### src/logic/arc_pkg.sv
// Purpose: Constants for the reference and converter control block.
// Assumes: Registers are reached over a plain strobe port with 12-bit addresses.
// Notes: Offsets other than the reference control register are local choices.
package arc_pkg;
  localparam int ADDR_W = 12;
  localparam logic [11:0] OFF_REF_CTRL = 12'h090c;
  localparam logic [11:0] OFF_CONV_CTRL = 12'h0100;
  localparam logic [11:0] OFF_CONV_CFG = 12'h0104;
  localparam logic [11:0] OFF_RESULT_HIGH = 12'h0108;
  localparam logic [11:0] OFF_RESULT_LOW = 12'h010c;
  localparam logic [11:0] OFF_IRQ_STATUS = 12'h0110;
  localparam logic [11:0] OFF_IRQ_MASK = 12'h0114;
  localparam int BIT_REF_EN = 7;
  localparam int BIT_REF_RDY = 6;
  localparam int BIT_CONV_ON = 0;
  localparam int BIT_CONV_GO = 1;
  localparam int CHS_LSB = 2;
  localparam int CHS_W = 6;
  localparam int POS_REF_SELECT_LSB = 0;
  localparam int CS_LSB = 4;
  localparam int RES_W = 10;
  localparam logic [1:0] GAIN_OFF = 2'h0;
  localparam logic [1:0] POS_REF_SELECT_FIXED = 2'h2;
  localparam logic [5:0] CHS_FIXED_REF = 6'h3e;
  localparam logic [7:0] RESET_BYTE = 8'h00;
  localparam logic [1:0] RC_CODE = 2'h3;
  localparam logic [3:0] CONV_BITS = 4'ha;
  localparam logic [5:0] RC_DIV = 6'h32;
  typedef enum logic [1:0] {ARC_IDLE, ARC_SAMPLE, ARC_CONVERT} arc_state_e;
endpackage

### src/logic/arc_top.sv
// Purpose: Fixed reference control and converter configuration with SAR sequencing.
// Assumes: Analog comparator result arrives on a pin; one system clock.
// Notes: The RC clock is a divided tick modelled in the system clock domain.
//
// Added by the designer: the strobed register port.
`timescale 1ns/100ps
`default_nettype none
module arc_top (
  input wire logic core_clk_in,
  input wire logic nrst_in,
  input wire logic [arc_pkg::ADDR_W-1:0] addr_in,
  input wire logic [7:0] wdata_in,
  input wire logic wr_in,
  input wire logic rd_in,
  output logic [7:0] rdata_out,
  input wire logic trigger_in,
  input wire logic cmp_in,
  input wire logic sleep_in,
  output logic reference_enable_out,
  output logic [1:0] reference_gain_select_out,
  output logic [5:0] channel_select_out,
  output logic [1:0] pos_ref_select_out,
  output logic [9:0] dac_code_out,
  output logic sample_out,
  output logic irq_out,
  output logic wake_out
);
  import arc_pkg::*;

  logic ref_en_r;
  logic [1:0] gain_r;
  logic on_r;
  logic go_r;
  logic [5:0] chs_r;
  logic [1:0] pos_ref_select_r;
  logic [2:0] cs_r;
  logic [9:0] result_r;
  logic [9:0] sar_r;
  logic [3:0] bit_r;
  logic done_r;
  logic mask_r;
  logic [7:0] rdata_r;
  logic [5:0] div_r;
  logic [2:0] trig_sync_r;
  logic [2:0] cmp_sync_r;
  logic trig_prev_r;
  logic tick;
  logic finish;
  logic trig_rise;
  logic [5:0] div_lim;
  arc_state_e state_r;

  // Division limit for the selected clock code, minus one.
  // The codes are not in numeric order of the divide ratio.
  // Bit 2 of the code selects the even powers of two for each pair.
  // Both codes whose low bits are all ones select the dedicated RC clock.
  // The RC clock is stood in for by a long divide of the system clock.
  // A real RC source would be asynchronous and need its own crossing logic.
  // Keeping one clock domain here avoids a second domain in the control path.
  // The divider wraps at once when a code change leaves the count above the limit, through the limit test.
  function automatic logic [5:0] div_limit(input logic [2:0] cs);
    case (cs)
      3'h0: div_limit = 6'h01;
      3'h4: div_limit = 6'h03;
      3'h1: div_limit = 6'h07;
      3'h5: div_limit = 6'h0f;
      3'h2: div_limit = 6'h1f;
      3'h6: div_limit = 6'h3f;
      default: div_limit = RC_DIV;
    endcase
  endfunction

  // Input synchronisers; a trigger change counts once stages two and three agree.
  // The trigger and comparator come from outside the clock domain.
  // Stage one may go metastable, so only later stages feed any decision.
  // The trigger edge is taken from the agreed level of stages two and three.
  // The previous-level register resets low, which is the trigger idle level.
  // This avoids a false rising edge straight after reset.
  always_ff @(posedge core_clk_in or negedge nrst_in)
  begin
    if (!nrst_in)
    begin
      trig_sync_r <= 3'h0;
      cmp_sync_r <= 3'h0;
      trig_prev_r <= 1'b0;
    end
    else
    begin
      trig_sync_r <= {trig_sync_r[1:0], trigger_in};
      cmp_sync_r <= {cmp_sync_r[1:0], cmp_in};
      if (trig_sync_r[1] == trig_sync_r[2])
        trig_prev_r <= trig_sync_r[2];
    end
  end
  assign trig_rise = (trig_sync_r[1] == trig_sync_r[2]) && trig_sync_r[2] && !trig_prev_r;

  // Conversion clock divider; all codes but the RC one derive from the system clock.
  // The tick is one system clock wide and marks one bit conversion period.
  // Any change of system clock frequency scales every divided period alike.
  // Software must pick a code whose period meets the converter timing.
  // The divider free-runs so the first tick after a request may come early.
  assign div_lim = div_limit(cs_r);
  always_ff @(posedge core_clk_in or negedge nrst_in)
  begin
    if (!nrst_in)
      div_r <= 6'h00;
    else if (div_r >= div_lim)
      div_r <= 6'h00;
    else
      div_r <= div_r + 6'h01;
  end
  assign tick = (div_r >= div_lim);

  // Reference control register; unimplemented bits are never stored.
  // Only the enable bit and the gain field hold state.
  // The ready flag is not stored, as it always reads as one here.
  // Gain code zero turns the converter reference buffer off.
  always_ff @(posedge core_clk_in or negedge nrst_in)
  begin
    if (!nrst_in)
    begin
      ref_en_r <= 1'b0;
      gain_r <= GAIN_OFF;
    end
    else if (wr_in && addr_in == OFF_REF_CTRL)
    begin
      ref_en_r <= wdata_in[BIT_REF_EN];
      gain_r <= wdata_in[1:0];
    end
  end

  // Converter configuration registers.
  // The control register holds the enable bit and the channel field.
  // The request bit lives in its own process as hardware also sets it.
  // The configuration register holds the reference and clock selections.
  // The mask register enables the completion interrupt.
  // Changing the channel mid-conversion takes effect at once on the mux.
  // Software is expected to wait an acquisition time after a channel change.
  always_ff @(posedge core_clk_in or negedge nrst_in)
  begin
    if (!nrst_in)
    begin
      on_r <= 1'b0;
      chs_r <= 6'h00;
      pos_ref_select_r <= 2'h0;
      cs_r <= 3'h0;
      mask_r <= 1'b0;
    end
    else if (wr_in)
    begin
      if (addr_in == OFF_CONV_CTRL)
      begin
        on_r <= wdata_in[BIT_CONV_ON];
        chs_r <= wdata_in[CHS_LSB +: CHS_W];
      end
      if (addr_in == OFF_CONV_CFG)
      begin
        pos_ref_select_r <= wdata_in[POS_REF_SELECT_LSB +: 2];
        cs_r <= wdata_in[CS_LSB +: 3];
      end
      if (addr_in == OFF_IRQ_MASK)
        mask_r <= wdata_in[0];
    end
  end

  // Successive approximation sequencer, stepping only on conversion clock ticks.
  // One tick leaves idle and loads the trial code with its top bit set.
  // One tick is spent sampling, with the sample output high.
  // Ten ticks then resolve the bits from the top down.
  // A low comparator clears the trial bit and the next one is set.
  // The last bit is decided in the same edge that loads the result.
  // Clearing the enable or request bit aborts and returns to idle.
  // Sleep aborts unless the RC clock is selected, as the divided clocks stop.
  // Because the logic steps on ticks, control changes may act late.
  assign finish = (state_r == ARC_CONVERT) && tick && (bit_r == 4'h0);
  always_ff @(posedge core_clk_in or negedge nrst_in)
  begin
    if (!nrst_in)
    begin
      state_r <= ARC_IDLE;
      sar_r <= 10'h000;
      bit_r <= 4'h0;
      result_r <= 10'h000;
    end
    else if (!on_r || !go_r || (sleep_in && cs_r[1:0] != RC_CODE))
      state_r <= ARC_IDLE; // Writing the request bit low aborts.
    else if (tick)
    begin
      case (state_r)
        ARC_IDLE:
        begin
          state_r <= ARC_SAMPLE;
          sar_r <= {1'b1, 9'h000};
          bit_r <= CONV_BITS - 4'h1;
        end
        ARC_SAMPLE:
          state_r <= ARC_CONVERT;
        ARC_CONVERT:
        begin
          if (!cmp_sync_r[2])
            sar_r[bit_r] <= 1'b0;
          if (bit_r == 4'h0)
          begin
            state_r <= ARC_IDLE;
            result_r <= cmp_sync_r[2] ? sar_r : {sar_r[9:1], 1'b0};
          end
          else
          begin
            sar_r[bit_r - 4'h1] <= 1'b1;
            bit_r <= bit_r - 4'h1;
          end
        end
        default:
          state_r <= ARC_IDLE;
      endcase
    end
  end

  // Request bit: set by software or trigger, cleared on completion.
  // A trigger edge wins over completion so a new request is not lost.
  // Software writes cannot set the request while the converter is not enabled.
  // Setting the request in the same write that enables is not honoured.
  // A trigger seen during sleep is recorded and acted on once allowed.
  always_ff @(posedge core_clk_in or negedge nrst_in)
  begin
    if (!nrst_in)
      go_r <= 1'b0;
    else if (trig_rise && on_r)
      go_r <= 1'b1;
    else if (finish)
      go_r <= 1'b0;
    else if (wr_in && addr_in == OFF_CONV_CTRL)
      go_r <= wdata_in[BIT_CONV_GO] && on_r;
  end

  // Sticky done flag; a completion wins over a write-one clear.
  // The flag is set at every completion whatever the mask says.
  // Software clears it by writing a one to bit zero of the status register.
  always_ff @(posedge core_clk_in or negedge nrst_in)
  begin
    if (!nrst_in)
      done_r <= 1'b0;
    else if (finish)
      done_r <= 1'b1;
    else if (wr_in && addr_in == OFF_IRQ_STATUS && wdata_in[0])
      done_r <= 1'b0;
  end

  // Read data, valid in the cycle after the strobe.
  // The data return to zero in every other cycle.
  // Unmapped addresses read as zero.
  // Unimplemented bits of every register read as zero.
  // Reads have no side effects on any flag.
  always_ff @(posedge core_clk_in or negedge nrst_in)
  begin
    if (!nrst_in)
      rdata_r <= RESET_BYTE;
    else if (rd_in)
    begin
      case (addr_in)
        OFF_REF_CTRL: rdata_r <= {ref_en_r, 1'b1, 4'h0, gain_r};
        OFF_CONV_CTRL: rdata_r <= {chs_r, go_r, on_r};
        OFF_CONV_CFG: rdata_r <= {1'b0, cs_r, 2'h0, pos_ref_select_r};
        OFF_RESULT_HIGH: rdata_r <= {6'h00, result_r[9:8]};
        OFF_RESULT_LOW: rdata_r <= result_r[7:0];
        OFF_IRQ_STATUS: rdata_r <= {7'h00, done_r};
        OFF_IRQ_MASK: rdata_r <= {7'h00, mask_r};
        default: rdata_r <= RESET_BYTE;
      endcase
    end
    else
      rdata_r <= RESET_BYTE;
  end

  // Outputs to the analog side; channel selection ignores pin analog select.
  // The fixed reference reaches the converter as a channel and as a reference.
  // The trial code drives the converter's internal digital to analog stage.
  // The interrupt is a level, high while the flag is set and unmasked.
  // The wake output is the same level, gated by the sleep input.
  assign rdata_out = rdata_r;
  assign reference_enable_out = ref_en_r;
  assign reference_gain_select_out = gain_r;
  assign channel_select_out = chs_r;
  assign pos_ref_select_out = pos_ref_select_r;
  assign dac_code_out = sar_r;
  assign sample_out = (state_r == ARC_SAMPLE);
  assign irq_out = done_r && mask_r;
  assign wake_out = done_r && mask_r && sleep_in;
endmodule
`default_nettype wire

### config.mk
export PLATFORM = sky130hd
export DESIGN_NAME = arc_top
export DESIGN_NICKNAME = d
export VERILOG_FILES = /design/src/logic/arc_pkg.sv /design/src/logic/arc_top.sv
export SDC_FILE = /design/constraint.sdc
export NUM_CORES = 1
export LEC_CHECK = 0
export BUFFER_PORTS_ARGS = -buffer_cell sky130_fd_sc_hd__buf_4
export CORE_ASPECT_RATIO = 0.75
export CORE_MARGIN = 10
export CORE_UTILIZATION = 50
export CTS_BUF_LIST = sky130_fd_sc_hd__clkbuf_8
export CTS_CLUSTER_DIAMETER = 100
export DETAILED_ROUTE_END_ITERATION = 6
export PLACE_DENSITY = 0.84
export SKIP_CTS_REPAIR_TIMING = 1
export SLEW_MARGIN = 20
export SYNTH_ARGS = -nofsm -noshare
export SYNTH_HDL_FRONTEND = slang
export SYNTH_SLANG_ARGS = --single-unit
### constraint.sdc
create_clock -name core_clk_in -period 3.55 [get_ports core_clk_in]
set_input_delay 0.1775 -clock core_clk_in [delete_from_list [all_inputs] [get_ports core_clk_in]]
set_output_delay 0.1775 -clock core_clk_in [all_outputs]
set_load 0.02 [all_outputs]
==> results by group <==
Yosys
  • Seq/Total Area, Yosys: 0.483
  • Synth warn: 0
  • Post-synth EDFFs: 0
  • Mapped Nets: 367
  • Synth cell types: 48
  • Top cells by area, synth: dfrtp_1, mux2_2, ha_1
  • #FFs+latches synth: 65
  • Post-synth top area cell: dfrtp_1
  • Syn avg cell area: 10.5 sq um
  • Top-area cell type share of the netlist area: 0.483
  • Post-synth ARST share: 1.00
  • Post-Synthesis Cells: 321
  • Post-Syn Area: 3360 sq um
  • Most used DFF post-synth: dfrtp_1

GRT
  • Global route overflow: 0
  • Global-route wire length before repair: 13800 um
  • Initial antenna violation count: 0
  • Largest net degree at the start of global routing: 66
  • All-layer global routing usage: 0.161
  • Vias in the first global route: 2734

Flow run
  • Max-cap violation count: 0

Detailed routing
  • Final wirelength: 8280 um
  • Via count: 2709
  • Via density: 5.74
  • Initial DRC count: 232
  • DRC: 0
  • Post-detailed-route count of antenna-violating nets: 0
  • Initial DRT Pass Iterations: 4
  • DR WL/cell: 17.5 um

STA
  • RSZ-0062 raised after global routing: no
  • Final min period: 2760 ps
  • Final period utilization: 0.778
  • Max_slew headroom: 0.459
  • Fmax: 362 MHz
  • Final Hold Viols: 0
  • # setup viols final: 0
  • Setup_tns: 0 ps
  • Slew @ Worst Pin: 812 ps
  • Fin. max-slew vios: 0
  • Worst clock skew: 10.0 ps

Final layout
  • Diodes inserted: 0
  • Share of layout cells above drive strength 1: 0.276
  • Layout Cells excl Fill: 472
  • Nets: 432
  • Synth-to-Final Area Change: 21.9%

Placed design
  • GP Congestion: 0.915
  • Placed cell count: 453
  • HPWL after DPL: 6180 um
  • Port bufs: 58

Clock network
  • CTS tree: done
  • Max clock buf depth: 2
  • TritonCTS Buffers: 9
  • Htree depth: 3
  • Clk pin slew, worst setup/hold paths: 80 ps
  • Clk root buf: clkbuf_8
  • Clock sink count: 65
  • Clock latency at the later pin of the worst-skew pair: 340 ps

Floorplan
  • IO Pins: 59
  • Die Wd: 115 um
  • Initial Util: 0.525
  • Chip height: 91.0 um
  • # rows: 25
  • Die Area: 10400 sq um
  • Core region area: 6410 sq um

Pwr
  • Peak supply drop: 0.000245 V
  • Static Leakage: 1.92 nW
  • PwrDens: 384 nW/um^2

Critical path
  • Crit path from: cs_r[0]$_DFFE_PN0P_
  • Reg2Reg Depth: 9
  • Worst Setup EP: result_r[9]$_DFFE_PN0P_
  • Worst-path fanout max: 10
  • Startpoint Class: register
  • Endpoint class of the critical path: register
  • Reg2Reg Setup Slack: 790 ps
  • Reg2reg start: cs_r[0]$_DFFE_PN0P_
  • Crit path DAT: 2980 ps
  • Setup Crit Path Kind: register to register
  • CP required: 3770 ps
  • Reg2reg end: result_r[9]$_DFFE_PN0P_

Min path
  • Min-delay src: wdata_in[2]
  • Worst hold path class: input pin to register

Run status
  • Status: finished clean
logic make-up (layout without fill, tap and decap cells):
kind of cell               count (synthesis)  count (layout)  synth area share
and+or+nand+nor                          111             111             0.164
DFF                                       65              65             0.483
adders and majority gates                 19              19            0.0707
buffers and inverters                     21              91            0.0249
muxes                                     34              34             0.111
AOI/OAI and AO/OA                         66              66             0.133
xor gates and xnor gates                   5               5            0.0130
critical path: stages, from the launching register on:
cell	delay (ps)
dfrtp_1	390
inv_1	110
ha_1	320
a211oi_1	230
ha_1	160
nand2_1	60
o21ai_2	180
a41oi_2	260
nor3_4	540
mux2_2	400
state kept, by name, summed over array words and instances, names as in the netlist:
name and count:
go_r 1, state_r 2, trig_prev_r 1, trig_sync_r 3, rdata_out 8, result_r 10
channel_select_out 6, div_r 6, done_r 1, cs_r 3, cmp_sync_r 3, on_r 1
bit_r 4, pos_ref_select_out 2, dac_code_out 10, reference_gain_select_out 2, reference_enable_out 1, mask_r 1
layout make-up:
| cell class | instances | area [sq um] |
|---|---|---|
| clock buffer | 9 | 124 |
| inverter | 12 | 45.0 |
| fill | 526 | 2310 |
| clock inverter | 7 | 71.3 |
| multi-input combinational | 235 | 1650 |
| timing repair buffer | 63 | 480 |
| tap | 81 | 101 |
| sequential | 65 | 1630 |
synthesized netlist by cell type, drive strengths merged, types with 3 or more instances:
master and number:
inv 12, and3 3, nor3 4, nand4 3, xor2 3, o22ai 3
ha 19, a21o 5, a22o 5, and2 4, a21oi 13, o21ai 16
mux2 27, mux2i 7, clkbuf 5, nand2 34, nor4 3, a21boi 5
nor2 30, nor2b 11, a22oi 4, nand2b 5, dfrtp 65, buf 4
nand3 6
worst min-delay path by stage:
stage / end / slack (ps) / cells past startpoint
3_5_place_dp: cmp_sync_r[0]$_DFF_PN0_ / 290 / 1
2_1_floorplan: bit_r[0]$_DFFE_PN0P_ / -120 / 0
4_1_cts: trig_sync_r[0]$_DFF_PN0_ / -80 / 1
5_1_grt: channel_select_out[1]$_DFFE_PN0P_ / 50 / 2
6_report: channel_select_out[0]$_DFFE_PN0P_ / 70 / 2
3_3_place_gp: trig_sync_r[0]$_DFF_PN0_ / 290 / 1
layout by cell type (no fill, tap or decap), types with 6 or more instances in the layout:
cell / instances
dfrtp_1: 65
buf_4: 60
nand2_1: 34
nor2_1: 30
mux2_2: 27
ha_1: 19
o21ai_0: 15
a21oi_1: 13
inv_1: 12
nor2b_1: 11
clkbuf_8: 9
mux2i_1: 7
nand3_1: 6
through the flow:
stage          hold WS (ps)  total power (W)  cell area (sq um)  setup WS, ps   util
2_1_floorplan          -118         0.000896               3360          1150      -
3_3_place_gp            287         0.000964               3880           979  0.605
3_5_place_dp            290         0.000974               3880           809  0.605
4_1_cts               -78.0          0.00159               4070           772  0.635
5_1_grt                50.9          0.00164               4100           565  0.640
6_report               66.7          0.00157               4100           789  0.640
power by group:
group          switching [W]  internal (W)  total (W)  leakage (nW)
logic               0.000106     0.0000792   0.000185         0.973
registers          0.0000166      0.000758   0.000775         0.858
clock network       0.000291      0.000322   0.000613        0.0912
layer usage:
metal | track usage | vias to the layer above | wire [um]
met2 | 0.240 | 106 | 3770
li1 | - | 1277 | -
met5 | 0 | - | 0
met3 | 0.0572 | 6 | 724
met4 | 0.0422 | 0 | 68
met1 | 0.215 | 1320 | 3720
Power figures use the tool's default switching activity.
